<file path="src/common/accel_fifo_pkg.sv">
// Constants, types and register map of the accelerometer output path
package accel_fifo_pkg;

  // ----------------------------------------
  // Register offsets
  // ----------------------------------------
  localparam logic [7:0] OFS_TAP_THRESHOLD     = 8'h1D;
  localparam logic [7:0] OFS_TAP_MAX_DURATION  = 8'h21;
  localparam logic [7:0] OFS_TAP_LATENCY_TIME  = 8'h22;
  localparam logic [7:0] OFS_SECOND_TAP_WINDOW = 8'h23;
  localparam logic [7:0] OFS_TAP_AXIS_SELECT   = 8'h2A;
  localparam logic [7:0] OFS_MOTION_AXIS_STAT  = 8'h2B;
  localparam logic [7:0] OFS_EVENT_ENABLE      = 8'h2E;
  localparam logic [7:0] OFS_EVENT_MAP         = 8'h2F;
  localparam logic [7:0] OFS_EVENT_SOURCE      = 8'h30;
  localparam logic [7:0] OFS_OUTPUT_FORMAT     = 8'h31;
  localparam logic [7:0] OFS_X_AXIS_LOW_BYTE   = 8'h32;
  localparam logic [7:0] OFS_X_AXIS_HIGH_BYTE  = 8'h33;
  localparam logic [7:0] OFS_Y_AXIS_LOW_BYTE   = 8'h34;
  localparam logic [7:0] OFS_Y_AXIS_HIGH_BYTE  = 8'h35;
  localparam logic [7:0] OFS_Z_AXIS_LOW_BYTE   = 8'h36;
  localparam logic [7:0] OFS_Z_AXIS_HIGH_BYTE  = 8'h37;
  localparam logic [7:0] OFS_BUFFER_CONTROL    = 8'h38;
  localparam logic [7:0] OFS_BUFFER_STATUS     = 8'h39;

  // ----------------------------------------
  // Field positions and reset values
  // ----------------------------------------
  localparam int   EV_DATA_READY  = 7;
  localparam int   EV_SINGLE_TAP  = 6;
  localparam int   EV_DOUBLE_TAP  = 5;
  localparam int   EV_WATERMARK   = 1;
  localparam int   EV_OVERRUN     = 0;
  localparam int   AXIS_SUPPRESS  = 3;
  localparam int   FMT_INVERT     = 5;
  localparam int   CTL_TRIG_SRC   = 5;
  localparam int   STAT_TRIG      = 7;
  localparam logic [7:0] REG_RESET = 8'h00;
  localparam int   BUF_DEPTH      = 32;
  localparam int   TAP_THR_SHIFT  = 4;

  // ----------------------------------------
  // Types
  // ----------------------------------------
  typedef enum logic [1:0] {
    MODE_BYPASS  = 2'b00,
    MODE_FIFO    = 2'b01,
    MODE_STREAM  = 2'b10,
    MODE_TRIGGER = 2'b11
  } buf_mode_t;

  typedef enum logic [2:0] {
    TAP_IDLE    = 3'b000,
    TAP_FIRST   = 3'b001,
    TAP_LATENCY = 3'b010,
    TAP_WINDOW  = 3'b011,
    TAP_SECOND  = 3'b100
  } tap_state_t;

  typedef struct packed {
    logic signed [15:0] x;
    logic signed [15:0] y;
    logic signed [15:0] z;
  } sample_t;

  typedef struct packed {
    logic       rd;
    logic       wr;
    logic       burst_end;
    logic [7:0] addr;
    logic [7:0] wdata;
  } reg_req_t;

endpackage

</file>
<file path="src/core/accel_output_fifo_tap_detect.sv">
// Output data registers, 32-level sample buffer and tap detection
// Contract
// - Six read-only bytes hold x, y, z data
// - Two's complement, low byte at lower address
// - Control top bits select buffer mode
// - Fifo mode stops storing at 32 samples
// - Stream mode keeps newest 32, drops oldest
// - Trigger mode keeps pre-trigger samples, then fills
// - Trigger source bit picks interrupt line one/two
// - Zero sample count sets watermark immediately
// - Sample count means watermark or pre-trigger depth
// - Status top bit shows trigger occurred
// - Status counts stored; each burst pops one
// - Up to 32 stored plus one output stage
// - Single tap fires when acceleration falls back
// - With double enabled, single waits for resolution
// - Latency then window; second tap starts inside
// - Suppress bit cancels on latency-time spike
// - Above at window start or long tap invalidates
// - Per-axis tap enables; single/double enabled separately
// - Double tap needs nonzero latency and window
// - Record first axis above threshold on tap
// - Tap status never cleared by reading
// - Data flags cleared by data read, others by source read
// - Map bit routes event to line one or two
// - Sleep stops buffering and data-ready; outside bypass, stored samples still move out and set data-ready
module accel_output_fifo_tap_detect #(
  parameter int DEPTH = accel_fifo_pkg::BUF_DEPTH
) (
  // Clock and reset
  input  wire logic                     mclk_i,
  input  wire logic                     resetn_i,
  // Sample path
  input  wire logic                     sample_valid_i,
  input  wire accel_fifo_pkg::sample_t  sample_i,
  input  wire logic                     sleep_i,
  // Register port
  input  wire accel_fifo_pkg::reg_req_t reg_req_i,
  output logic [7:0]                    reg_rdata_o,
  // Interrupt lines
  output logic                          interrupt_output_one_o,
  output logic                          interrupt_output_two_o
);

  localparam int CW = $clog2(DEPTH + 1);
  localparam int PW = $clog2(DEPTH);

  // ----------------------------------------
  // Functions
  // ----------------------------------------
  function automatic logic above_thr(input logic signed [15:0] v, input logic [7:0] thr);
    logic [16:0] mag;
    mag = v[15] ? 17'(-$signed({v[15], v})) : {1'b0, v};
    return mag > 17'({thr, {accel_fifo_pkg::TAP_THR_SHIFT{1'b0}}});
  endfunction

  function automatic logic in_data(input logic [7:0] a);
    return a >= accel_fifo_pkg::OFS_X_AXIS_LOW_BYTE && a <= accel_fifo_pkg::OFS_Z_AXIS_HIGH_BYTE;
  endfunction

  // ----------------------------------------
  // Register file
  // ----------------------------------------
  logic [7:0] tap_threshold_r, tap_max_duration_r, tap_latency_time_r, second_tap_window_r;
  logic [7:0] tap_axis_select_r, event_enable_r, event_map_r, output_format_control_r;
  logic [7:0] sample_buffer_control_r, motion_event_axis_status_r;
  logic       wr_ctl;

  assign wr_ctl = reg_req_i.wr && reg_req_i.addr == accel_fifo_pkg::OFS_BUFFER_CONTROL;

  always_ff @(posedge mclk_i or negedge resetn_i)
  begin
    if (!resetn_i)
    begin
      tap_threshold_r         <= accel_fifo_pkg::REG_RESET;
      tap_max_duration_r      <= accel_fifo_pkg::REG_RESET;
      tap_latency_time_r      <= accel_fifo_pkg::REG_RESET;
      second_tap_window_r     <= accel_fifo_pkg::REG_RESET;
      tap_axis_select_r       <= accel_fifo_pkg::REG_RESET;
      event_enable_r          <= accel_fifo_pkg::REG_RESET;
      event_map_r             <= accel_fifo_pkg::REG_RESET;
      output_format_control_r <= accel_fifo_pkg::REG_RESET;
      sample_buffer_control_r <= accel_fifo_pkg::REG_RESET;
    end
    else if (reg_req_i.wr)
    begin
      unique case (reg_req_i.addr)
        accel_fifo_pkg::OFS_TAP_THRESHOLD:     tap_threshold_r         <= reg_req_i.wdata;
        accel_fifo_pkg::OFS_TAP_MAX_DURATION:  tap_max_duration_r      <= reg_req_i.wdata;
        accel_fifo_pkg::OFS_TAP_LATENCY_TIME:  tap_latency_time_r      <= reg_req_i.wdata;
        accel_fifo_pkg::OFS_SECOND_TAP_WINDOW: second_tap_window_r     <= reg_req_i.wdata;
        accel_fifo_pkg::OFS_TAP_AXIS_SELECT:   tap_axis_select_r       <= reg_req_i.wdata;
        accel_fifo_pkg::OFS_EVENT_ENABLE:      event_enable_r          <= reg_req_i.wdata;
        accel_fifo_pkg::OFS_EVENT_MAP:         event_map_r             <= reg_req_i.wdata;
        accel_fifo_pkg::OFS_OUTPUT_FORMAT:     output_format_control_r <= reg_req_i.wdata;
        accel_fifo_pkg::OFS_BUFFER_CONTROL:    sample_buffer_control_r <= reg_req_i.wdata;
        default: ;
      endcase
    end
  end

  accel_fifo_pkg::buf_mode_t mode;
  logic [4:0]                samples_cfg;
  assign mode        = accel_fifo_pkg::buf_mode_t'(sample_buffer_control_r[7:6]);
  assign samples_cfg = sample_buffer_control_r[4:0];

  // ----------------------------------------
  // Sample buffer
  // ----------------------------------------
  accel_fifo_pkg::sample_t mem [DEPTH];
  accel_fifo_pkg::sample_t out_r;
  logic [PW-1:0] wr_ptr_r, rd_ptr_r;
  logic [CW-1:0] count_r;
  logic          out_valid_r, trig_r, data_read_r;
  logic          accept, full, push, move, discard, pop_out, lost;

  assign accept  = sample_valid_i && !sleep_i;
  assign full    = count_r == CW'(DEPTH);
  assign pop_out = reg_req_i.burst_end
                   && (data_read_r || (reg_req_i.rd && in_data(reg_req_i.addr)));
  assign move    = mode != accel_fifo_pkg::MODE_BYPASS && !out_valid_r && count_r != '0;

  always_comb
  begin
    push    = 1'b0;
    discard = 1'b0;
    lost    = 1'b0;
    unique case (mode)
      accel_fifo_pkg::MODE_BYPASS:
      begin
        lost = accept && out_valid_r && !pop_out;
      end
      accel_fifo_pkg::MODE_FIFO:
      begin
        push = accept && !full;
        lost = accept && full && out_valid_r;
      end
      accel_fifo_pkg::MODE_STREAM:
      begin
        push    = accept;
        discard = accept && full && !move;
        lost    = discard;
      end
      accel_fifo_pkg::MODE_TRIGGER:
      begin
        if (!trig_r)
        begin
          push    = accept;
          discard = accept && count_r != '0 && count_r >= CW'(samples_cfg) && !move;
        end
        else
        begin
          push = accept && !full;
          lost = accept && full && out_valid_r;
        end
      end
    endcase
  end

  always_ff @(posedge mclk_i)
  begin
    if (push)
    begin
      mem[wr_ptr_r] <= sample_i;
    end
  end

  always_ff @(posedge mclk_i or negedge resetn_i)
  begin
    if (!resetn_i)
    begin
      wr_ptr_r <= '0;
      rd_ptr_r <= '0;
      count_r  <= '0;
    end
    else if (wr_ctl)
    begin
      wr_ptr_r <= '0;
      rd_ptr_r <= '0;
      count_r  <= '0;
    end
    else
    begin
      wr_ptr_r <= push ? PW'(wr_ptr_r + 1'b1) : wr_ptr_r;
      rd_ptr_r <= (move || discard) ? PW'(rd_ptr_r + 1'b1) : rd_ptr_r;
      count_r  <= CW'(count_r + CW'(push) - CW'(move || discard));
    end
  end

  always_ff @(posedge mclk_i or negedge resetn_i)
  begin
    if (!resetn_i)
    begin
      out_r       <= '0;
      out_valid_r <= 1'b0;
    end
    else if (mode == accel_fifo_pkg::MODE_BYPASS && accept)
    begin
      out_r       <= sample_i;
      out_valid_r <= 1'b1;
    end
    else if (move)
    begin
      out_r       <= mem[rd_ptr_r];
      out_valid_r <= 1'b1;
    end
    else if (pop_out)
    begin
      out_valid_r <= 1'b0;
    end
  end

  always_ff @(posedge mclk_i or negedge resetn_i)
  begin
    if (!resetn_i)
    begin
      data_read_r <= 1'b0;
    end
    else if (reg_req_i.burst_end)
    begin
      data_read_r <= 1'b0;
    end
    else if (reg_req_i.rd && in_data(reg_req_i.addr))
    begin
      data_read_r <= 1'b1;
    end
  end

  // ----------------------------------------
  // Event flags and interrupt lines
  // ----------------------------------------
  logic       wm_r, ovr_r, single_r, double_r, wm_cond;
  logic       single_ev, double_ev, rd_src;
  logic [7:0] source, events;
  logic       line_one, line_two;

  assign wm_cond = samples_cfg == '0
                   || ((mode == accel_fifo_pkg::MODE_FIFO || mode == accel_fifo_pkg::MODE_STREAM)
                   && count_r >= CW'(samples_cfg));
  assign rd_src  = reg_req_i.rd && reg_req_i.addr == accel_fifo_pkg::OFS_EVENT_SOURCE;
  assign source  = {out_valid_r, single_r, double_r, 3'b000, wm_r, ovr_r};
  assign events  = source & event_enable_r;
  assign line_one = |(events & ~event_map_r);
  assign line_two = |(events & event_map_r);

  always_ff @(posedge mclk_i or negedge resetn_i)
  begin
    if (!resetn_i)
    begin
      wm_r  <= 1'b0;
      ovr_r <= 1'b0;
    end
    else
    begin
      wm_r  <= wm_cond || (wm_r && !pop_out);
      ovr_r <= lost || (ovr_r && !pop_out);
    end
  end

  always_ff @(posedge mclk_i or negedge resetn_i)
  begin
    if (!resetn_i)
    begin
      single_r <= 1'b0;
      double_r <= 1'b0;
    end
    else
    begin
      single_r <= single_ev || (single_r && !rd_src);
      double_r <= double_ev || (double_r && !rd_src);
    end
  end

  always_ff @(posedge mclk_i or negedge resetn_i)
  begin
    if (!resetn_i)
    begin
      trig_r <= 1'b0;
    end
    else if (wr_ctl)
    begin
      trig_r <= 1'b0;
    end
    else if (mode == accel_fifo_pkg::MODE_TRIGGER
             && (sample_buffer_control_r[accel_fifo_pkg::CTL_TRIG_SRC] ? line_two : line_one))
    begin
      trig_r <= 1'b1;
    end
  end

  always_ff @(posedge mclk_i or negedge resetn_i)
  begin
    if (!resetn_i)
    begin
      interrupt_output_one_o <= 1'b0;
      interrupt_output_two_o <= 1'b0;
    end
    else
    begin
      interrupt_output_one_o <= line_one ^ output_format_control_r[accel_fifo_pkg::FMT_INVERT];
      interrupt_output_two_o <= line_two ^ output_format_control_r[accel_fifo_pkg::FMT_INVERT];
    end
  end

  // ----------------------------------------
  // Tap detection
  // ----------------------------------------
  accel_fifo_pkg::tap_state_t tap_r;
  logic [7:0] tap_cnt_r;
  logic [2:0] tap_axes_r, hits;
  logic       any_hit, dbl_on, resolve;
  logic       suppress, lat_end, win_end, too_long;

  assign hits    = {above_thr(sample_i.x, tap_threshold_r), above_thr(sample_i.y, tap_threshold_r),
                    above_thr(sample_i.z, tap_threshold_r)} & tap_axis_select_r[2:0];
  assign any_hit = |hits;
  assign dbl_on  = event_enable_r[accel_fifo_pkg::EV_DOUBLE_TAP]
                   && tap_latency_time_r != '0 && second_tap_window_r != '0;
  assign suppress = tap_axis_select_r[accel_fifo_pkg::AXIS_SUPPRESS];
  assign lat_end  = tap_cnt_r == tap_latency_time_r;
  assign win_end  = tap_cnt_r == second_tap_window_r;
  assign too_long = tap_cnt_r >= tap_max_duration_r;

  always_comb
  begin
    resolve   = 1'b0;
    double_ev = 1'b0;
    if (accept)
    begin
      unique case (tap_r)
        accel_fifo_pkg::TAP_IDLE:    resolve = 1'b0;
        accel_fifo_pkg::TAP_FIRST:   resolve = !any_hit && !dbl_on;
        accel_fifo_pkg::TAP_LATENCY: resolve = any_hit && (suppress || lat_end);
        accel_fifo_pkg::TAP_WINDOW:  resolve = !any_hit && win_end;
        accel_fifo_pkg::TAP_SECOND:  resolve = !any_hit || too_long;
        default:                     resolve = 1'b0;
      endcase
      double_ev = dbl_on && tap_r == accel_fifo_pkg::TAP_SECOND && !any_hit
                  && tap_cnt_r <= tap_max_duration_r;
    end
    single_ev = resolve && event_enable_r[accel_fifo_pkg::EV_SINGLE_TAP];
  end

  always_ff @(posedge mclk_i or negedge resetn_i)
  begin
    if (!resetn_i)
    begin
      tap_r     <= accel_fifo_pkg::TAP_IDLE;
      tap_cnt_r <= '0;
    end
    else if (accept)
    begin
      tap_cnt_r <= 8'(tap_cnt_r + 1'b1);
      unique case (tap_r)
        accel_fifo_pkg::TAP_IDLE:
        begin
          tap_cnt_r <= '0;
          if (any_hit)
          begin
            tap_r <= accel_fifo_pkg::TAP_FIRST;
          end
        end
        accel_fifo_pkg::TAP_FIRST:
        begin
          if (any_hit && tap_cnt_r >= tap_max_duration_r)
          begin
            tap_r <= accel_fifo_pkg::TAP_IDLE;
          end
          else if (!any_hit)
          begin
            tap_cnt_r <= '0;
            tap_r     <= dbl_on ? accel_fifo_pkg::TAP_LATENCY : accel_fifo_pkg::TAP_IDLE;
          end
        end
        accel_fifo_pkg::TAP_LATENCY:
        begin
          if (resolve)
          begin
            tap_r <= accel_fifo_pkg::TAP_IDLE;
          end
          else if (tap_cnt_r == tap_latency_time_r)
          begin
            tap_cnt_r <= '0;
            tap_r     <= accel_fifo_pkg::TAP_WINDOW;
          end
        end
        accel_fifo_pkg::TAP_WINDOW:
        begin
          if (any_hit)
          begin
            tap_cnt_r <= '0;
            tap_r     <= accel_fifo_pkg::TAP_SECOND;
          end
          else if (resolve)
          begin
            tap_r <= accel_fifo_pkg::TAP_IDLE;
          end
        end
        accel_fifo_pkg::TAP_SECOND:
        begin
          if (resolve)
          begin
            tap_r <= accel_fifo_pkg::TAP_IDLE;
          end
        end
        default: tap_r <= accel_fifo_pkg::TAP_IDLE;
      endcase
    end
  end

  always_ff @(posedge mclk_i or negedge resetn_i)
  begin
    if (!resetn_i)
    begin
      tap_axes_r                 <= '0;
      motion_event_axis_status_r <= accel_fifo_pkg::REG_RESET;
    end
    else
    begin
      if (accept && tap_r == accel_fifo_pkg::TAP_IDLE && any_hit)
      begin
        tap_axes_r <= hits;
      end
      if (single_ev || double_ev)
      begin
        motion_event_axis_status_r <= {5'b00000, tap_axes_r};
      end
    end
  end

  // ----------------------------------------
  // Read data
  // ----------------------------------------
  always_ff @(posedge mclk_i or negedge resetn_i)
  begin
    if (!resetn_i)
    begin
      reg_rdata_o <= '0;
    end
    else if (reg_req_i.rd)
    begin
      unique case (reg_req_i.addr)
        accel_fifo_pkg::OFS_TAP_THRESHOLD:     reg_rdata_o <= tap_threshold_r;
        accel_fifo_pkg::OFS_TAP_MAX_DURATION:  reg_rdata_o <= tap_max_duration_r;
        accel_fifo_pkg::OFS_TAP_LATENCY_TIME:  reg_rdata_o <= tap_latency_time_r;
        accel_fifo_pkg::OFS_SECOND_TAP_WINDOW: reg_rdata_o <= second_tap_window_r;
        accel_fifo_pkg::OFS_TAP_AXIS_SELECT:   reg_rdata_o <= tap_axis_select_r;
        accel_fifo_pkg::OFS_MOTION_AXIS_STAT:  reg_rdata_o <= motion_event_axis_status_r;
        accel_fifo_pkg::OFS_EVENT_ENABLE:      reg_rdata_o <= event_enable_r;
        accel_fifo_pkg::OFS_EVENT_MAP:         reg_rdata_o <= event_map_r;
        accel_fifo_pkg::OFS_EVENT_SOURCE:      reg_rdata_o <= source;
        accel_fifo_pkg::OFS_OUTPUT_FORMAT:     reg_rdata_o <= output_format_control_r;
        accel_fifo_pkg::OFS_X_AXIS_LOW_BYTE:   reg_rdata_o <= out_r.x[7:0];
        accel_fifo_pkg::OFS_X_AXIS_HIGH_BYTE:  reg_rdata_o <= out_r.x[15:8];
        accel_fifo_pkg::OFS_Y_AXIS_LOW_BYTE:   reg_rdata_o <= out_r.y[7:0];
        accel_fifo_pkg::OFS_Y_AXIS_HIGH_BYTE:  reg_rdata_o <= out_r.y[15:8];
        accel_fifo_pkg::OFS_Z_AXIS_LOW_BYTE:   reg_rdata_o <= out_r.z[7:0];
        accel_fifo_pkg::OFS_Z_AXIS_HIGH_BYTE:  reg_rdata_o <= out_r.z[15:8];
        accel_fifo_pkg::OFS_BUFFER_CONTROL:    reg_rdata_o <= sample_buffer_control_r;
        accel_fifo_pkg::OFS_BUFFER_STATUS:     reg_rdata_o <= {trig_r, 7'(count_r)};
        default:                               reg_rdata_o <= '0;
      endcase
    end
  end
endmodule

</file>
<file path="config.mk">
export PLATFORM = sky130hd
export DESIGN_NAME = accel_output_fifo_tap_detect
export DESIGN_NICKNAME = d
export VERILOG_FILES = /design/src/common/accel_fifo_pkg.sv /design/src/core/accel_output_fifo_tap_detect.sv
export SDC_FILE = /design/constraint.sdc
export NUM_CORES = 2
export LEC_CHECK = 0
export ABC_CLOCK_PERIOD_IN_PS = 5800
export BUFFER_PORTS_ARGS = -buffer_cell sky130_fd_sc_hd__buf_2
export CAP_MARGIN = 5
export CORE_MARGIN = 1
export CORE_UTILIZATION = 55
export DETAILED_ROUTE_END_ITERATION = 10
export GPL_TIMING_DRIVEN = 0
export HOLD_SLACK_MARGIN = 0.12
export MAX_ROUTING_LAYER = met4
export PLACE_DENSITY = 0.71
export SLEW_MARGIN = 5
export SYNTH_ARGS = -nofsm -noshare
export SYNTH_HDL_FRONTEND = slang
export SYNTH_SLANG_ARGS = --single-unit
export TNS_END_PERCENT = 30
</file>
<file path="constraint.sdc">
create_clock -name mclk_i -period 5.8 [get_ports mclk_i]
set_clock_uncertainty 0.05 [all_clocks]
set_input_delay 0.58 -clock mclk_i [delete_from_list [all_inputs] [get_ports mclk_i]]
set_output_delay 0.58 -clock mclk_i [all_outputs]
set_load 0.05 [all_outputs]
</file>
## After elaboration in Yosys (flattened, before gate mapping)

Memory sizes are Yosys's and may differ from the RTL's.
Index checks and enable logic that the tools add are counted.
Widths: inputs -> output; s select.

| cells by class | value |
|---|---|
| add/sub/neg operators | 8 |
| $lt $le $gt $ge | 8 |
| equality and inequality tests | 31 |
| mux-type cells | 45 |
| bitwise gates (word level) | 7 |
| reductions and logical operators | 81 |

Operator list:

| cell | count |
|---|---|
| $pmux 8 s18 | 1 |
| $eq 8x6->1 const B | 17 |
| $mux 48 | 2 |
| $gt 17x12->1 | 3 |
| $mux 17 | 3 |
| $neg 16->17 | 3 |
| $mux 8 | 5 |
| $logic_and 1x1->1 | 36 |
| $pmux 8 s4 | 1 |
| $and 8x8->8 | 3 |
| $mux 3 | 7 |
| $mux 5 | 4 |
| $reduce_and 2->1 | 9 |
| $eq 8x8->1 | 2 |
| $reduce_bool 8->1 | 2 |
| $reduce_or 8->1 | 2 |
| $mux 1 | 15 |
| $pmux 3 s5 | 1 |
| $reduce_bool 2->1 | 6 |
| $logic_or 1x1->1 | 11 |
| $add 5x1->5 const B | 2 |
| $add 8x1->8 const B | 1 |
| $eq 8x5->1 const B | 1 |
| $ge 8x6->1 const B | 1 |
| 30 further kinds | 42 |

| word-level totals | value |
|---|---|
| bits in registers | 170 |
| memory bits (writable) | 1536 |
| bits of input ports | 71 |
| output and inout bits | 10 |
| memories kept | 1 |

Memories:

| name | depth | width | read ports | clocked after memory_dff | wr ports | RTL line | text |
|---|---|---|---|---|---|---|---|
| mem | 32 | 48 | 1 | 0 | 1 | accel_output_fifo_tap_detect.sv:110 | `accel_fifo_pkg::sample_t mem [DEPTH];` |

## Depth between registers and ports, before layout

| logic depth | value |
|---|---|
| depth in word-level cells | 12 |
| depth in mapped cells | 18 |
| gate-level depth less buffers | 18 |

## Worst setup path after synthesis

Ideal clock, no wire load.

| timing | value |
|---|---|
| kind | flip-flop to flip-flop |
| start point | reg count_r[2] |
| end point | mem mem[15][0] (netlist name) (enable) |
| library setup time | 0.455 ns |
| data arrival time | 4.000 ns |
| required time | 5.295 ns |
| setup slack | 1.295 ns |
| cell stages (with the launch flop) | 9 |
| path buffers | 0 |
| cells stage by stage | dfrtp_1 -> inv_1 -> ha_1 -> and3_1 -> a21oi_1 -> nor2_1 -> nor3_1 -> nand2_1 -> nor2_1 |

| on the way | value |
|---|---|
| longest elaborated chain between the ends | 7 |

Ends and longest elaborated chain:

| what | RTL line | text |
|---|---|---|
| start, declared | accel_output_fifo_tap_detect.sv:113 | `logic [CW-1:0] count_r;` |
| start signal, assigned | accel_output_fifo_tap_detect.sv:186 | `count_r <= CW'(count_r + CW'(push) - CW'(move \|\| discard));` |
| $eq 6x6->1 (*) | accel_output_fifo_tap_detect.sv:118 | `assign full = count_r == CW'(DEPTH);` |
| $logic_not 1->1 (*) | accel_output_fifo_tap_detect.sv:135, accel_output_fifo_tap_detect.sv:153 |  |
| $logic_and 1x1->1 (*) | accel_output_fifo_tap_detect.sv:135, accel_output_fifo_tap_detect.sv:153 |  |
| $mux 1 | accel_output_fifo_tap_detect.sv:146 | `if (!trig_r)` |
| $pmux 1 s3 (*) | accel_output_fifo_tap_detect.sv:128 | `unique case (mode)` |
| $mux 1 (*) | accel_output_fifo_tap_detect.sv:162 | `if (push)` |
| $mux 1 (not written as such) (*) | accel_output_fifo_tap_detect.sv:164 | `mem[wr_ptr_r] <= sample_i;` |
| end, declared | accel_output_fifo_tap_detect.sv:110 |  |

Mark *: on every way between the ends. The rest lies on a longest branch, timed or not.

## Final worst setup path

| timing | value |
|---|---|
| start point | reg rd_ptr_r[0] |
| end point | reg out_r[47] (netlist name) |

| on the way | value |
|---|---|
| longest elaborated chain between the ends | 3 |

Ends and longest elaborated chain:

| what | RTL line | text |
|---|---|---|
| start, declared | accel_output_fifo_tap_detect.sv:112 | `logic [PW-1:0] wr_ptr_r, rd_ptr_r;` |
| start signal, assigned | accel_output_fifo_tap_detect.sv:185 | `rd_ptr_r <= (move \|\| discard) ? PW'(rd_ptr_r + 1'b1) : rd_ptr_r;` |
| $mem_v2 32x48 | - |  |
| $mux 48 | accel_output_fifo_tap_detect.sv:202 | `else if (move)` |
| $mux 48 | accel_output_fifo_tap_detect.sv:197 | `else if (mode == accel_fifo_pkg::MODE_BYPASS && accept)` |
| end signal, assigned | accel_output_fifo_tap_detect.sv:199 | `out_r <= sample_i;` |
| end signal, assigned | accel_output_fifo_tap_detect.sv:204 | `out_r <= mem[rd_ptr_r];` |
| end, declared | accel_output_fifo_tap_detect.sv:111 | `accel_fifo_pkg::sample_t out_r;` |

No other way between the ends. The select of a mux whose other input is x is not followed.
A chain may end at the register's enable or synchronous reset.

==> impl_metrics.csv <==
group,metric,value,unit
sta,count_of_pins_over_their_slew_limit,0,
drt,drt_drc_violations_left,0,
finish,most_common_cell_after_layout_fill_and_taps_aside,"sky130_fd_sc_hd__edfxtp_1",
drt,dr_total_vias,36000,
sta,clock.fmax,207,MHz
placed_design,dp_hpwl,119000,µm
sta,worst-slew-pin-transition,1.40,ns
sta,rsz0062_at_grt,"false",
yosys,async_reset_ff_share,9.96,%
yosys,syn-cell-area,68500,µm²
clock_network,path_clk_slew,0.06,ns
finish,max_flop_register,"mem",
floorplanning,placement_rows,129,
finish,num-nets-final,3756,
sta,maxSlewHeadroom,6.57,%
min_path,min-delay-start,"reg_req_i[18]",
yosys,synth_top_area_cell,"sky130_fd_sc_hd__edfxtp_1",
finish,top_library_cells_by_usage_in_the_layout_fill_and_taps_aside,"sky130_fd_sc_hd__edfxtp_1 (1536), sky130_fd_sc_hd__mux4_2 (482), sky130_fd_sc_hd__clkbuf_16 (174), sky130_fd_sc_hd__dfrtp_1 (170), sky130_fd_sc_hd__clkbuf_1 (152)",
clock_network,cts-buffers-inserted,169,
critical_path,cp.arrival,5.48,ns
floorplanning,fp.dieW,355,µm
finish,synthToLayoutAreaGrowth,13.9,%
critical_path,cp_endpoint_kind,"flop",
critical_path,crit_start,"rd_ptr_r[0]",
job,cap_violations,0,
yosys,syn_inst_count,3298,
finish,final_layout_size_suffix_gt1_share,26.3,%
finish,n_fill_cell,8353,
finish,final-seq-area,50400,µm²
global_route,via_count_of_the_first_global_routing_pass,35800,
finish,largest_register_ff_count,1536,
power,static-leakage-power,25.4,nW
floorplanning,ioPinCount,81,
sta,report.final.setup_viol,0,
placed_design,gp_congestion,1.00,
clock_network,cts_root_buffer,"sky130_fd_sc_hd__clkbuf_16",
placed_design,place_worst_setup_slack,0.314,ns
yosys,synthDominantCellAreaShare,67.4,%
clock_network,htree_levels,4,
sta,final_period_minus_worst_setup_slack,4.84,ns
yosys,synth_enable_flop_cells,1536,
global_route,first_pass_grt_wire_length,257000,µm
power,fin_total_pwr,33.7,mW
sta,finalHoldViolCount,0,
floorplanning,chipHeight,355,µm
yosys,synth-seq-cells,1706,
yosys,top_cells_by_area_in_the_synthesized_netlist,"sky130_fd_sc_hd__edfxtp_1 (67%), sky130_fd_sc_hd__mux4_2 (16%), sky130_fd_sc_hd__dfrtp_1 (6.2%)",
finish,fin_util,63.1,%
yosys,synth_cell_type_count,69,
clock_network,clk_latency,0.82,ns
global_route,grt.overflow.total,0,
drt,drt-wirelength-per-cell,33.0,µm
yosys,synth_sequential_area_ratio,73.6,%
drt,drt-vias-per-instance,6.66,
critical_path,cpPeakStageDelay,1.09,ns
global_route,largest_net_degree_at_the_start_of_global_routing,89,
critical_path,worst_setup_path_category,"flop to flop",
drt,detail_route.first_pass.iterations,6,
power,vdd_drop_max,0.368,mV
placed_design,port_buffers,79,
critical_path,timing.critical_path.from_type,"flop",
min_path,path_class_of_the_lowest_slack_min_delay_path,"primary input to flop",
critical_path,cp_cell_sequence,"clkbuf_1 -> clkbuf_1 -> buf_1 -> mux4_2 -> mux4_2 -> mux2i_1 -> o21ai_0",
sta,final_clock_period_utilization_by_the_worst_path,83.5,%
clock_network,cts.repair_timing.setup_buffer_count,0,
critical_path,crit_path_max_fanout,10,
floorplanning,coreArea,124000,µm²
clock_network,clock_path_buffers,3,
yosys,synthesis.area_per_instance,20.8,µm²
drt,drt-total-wl,178000,µm
finish,top_regs,"mem (1536), out_r (48)",
yosys,syn-num-nets,3429,
power,power.density_cell_area,432,nW/µm²
clock_network,clock_tree_from_tritoncts,"yes",
yosys,synth-warning-count,0,
floorplanning,die_area,126000,µm²
yosys,postSynth.topFlopCell,"sky130_fd_sc_hd__edfxtp_1",
clock_network,clock_sinks,1706,
critical_path,crit_slowest_cell,"sky130_fd_sc_hd__clkbuf_1",
drt,initialDrtViolationCount,5070,
critical_path,timing.rr.start,"rd_ptr_r[0]",
global_route,grt_antenna_before_repair,7,
critical_path,critical_path_required,6.44,ns
global_route,groute.usage.overall,29.9,%
drt,ant_nets,0,
finish,multi_input_comb_area,17500,µm²
run_status,status,"finished, final reports clean",
clock_network,post_cts_resize_count,0,
sta,finalWorstSetupSlack,0.959,ns
sta,fin_hold_ws,0.163,ns
floorplanning,initial_util,55.4,%
[critical path: cells and delay by family, from the launching register on]
kind            cells  cell delay [ns]
buf+inv             3             2.56
mux                 3             1.58
flops               1             0.36
compound gates      1             0.15
[final timing paths]
path                       slack [ns]  depth (start not counted)            end
max                              0.96                          7      out_r[47]
min                              0.16                          4    data_read_r
max reg2reg                      0.96                          7      out_r[47]
min reg2reg                      0.44                          2  tap_axes_r[1]
max in group asynchronous        4.47                          3      out_r[12]
min in group asynchronous        0.33                          2   tap_cnt_r[0]
[cells in the mapped netlist, drive strengths merged, types with 10 or more instances]
master  number
a221oi      11
nand3       23
nor2       102
nor3        16
mux4       482
mux2        76
a22oi       68
inv         59
mux2i       58
buf         42
ha          59
o22ai       12
clkbuf     117
dfrtp      170
o21ai       88
xor2        31
a31oi       10
nand4       21
a21oi       35
edfxtp    1536
xnor2       34
nor2b       13
nor4        10
nand2       93
[kinds of logic after synthesis]
family	share of synthesized area, %
flip-flops	73.6
multiplexers	18.0
AND/OR/NAND/NOR	2.36
AO/OA/AOI/OAI	2.98
buffers and inverters	1.20
XOR/XNOR	0.831
adder cells (fa/ha/maj)	1.11
[layout make-up]
cell class                 instances  share of cell area [%]
inverter                          59                   0.284
antenna                            2                 0.00642
clock buffer                     222                    5.94
clock inverter                    87                   0.879
multi-input combinational       1374                    22.5
tap                             1637                    2.63
sequential                      1706                    64.6
timing repair buffer             156                    2.38
buffer                           159                   0.781
[what timing repair did]
| action | CTS | global route |
|---|---|---|
| hold buffers | 10 | 0 |
| hold endpoints to repair | 96 | 0 |
| endpoints found under the setup margin | 0 | 0 |
[power by group]
part           internal (mW)  switching (mW)
Sequential              14.0           0.403
Clock                   6.02            4.57
Combinational           3.95            4.79
Total                   23.9            9.77
[routing by layer]
metal | track usage (%) | up-vias | wire length (µm)
li1 | - | 14500 | -
met1 | 41.8 | 19000 | 70600
met2 | 44.3 | 2037 | 83300
met3 | 5.96 | 412 | 17200
met4 | 11.0 | 0 | 7170
met5 | - | - | 0
[stage by stage]
step	instances	instance area, µm²	setup TNS (ns)
after detailed placement	5081	72500	0
after floorplan	3298	68500	0
final	5402	78000	0
after global routing	5402	78000	0
after global placement	5014	70900	-3356.68
after CTS	5400	78000	0
(Power assumes the default switching activity.)
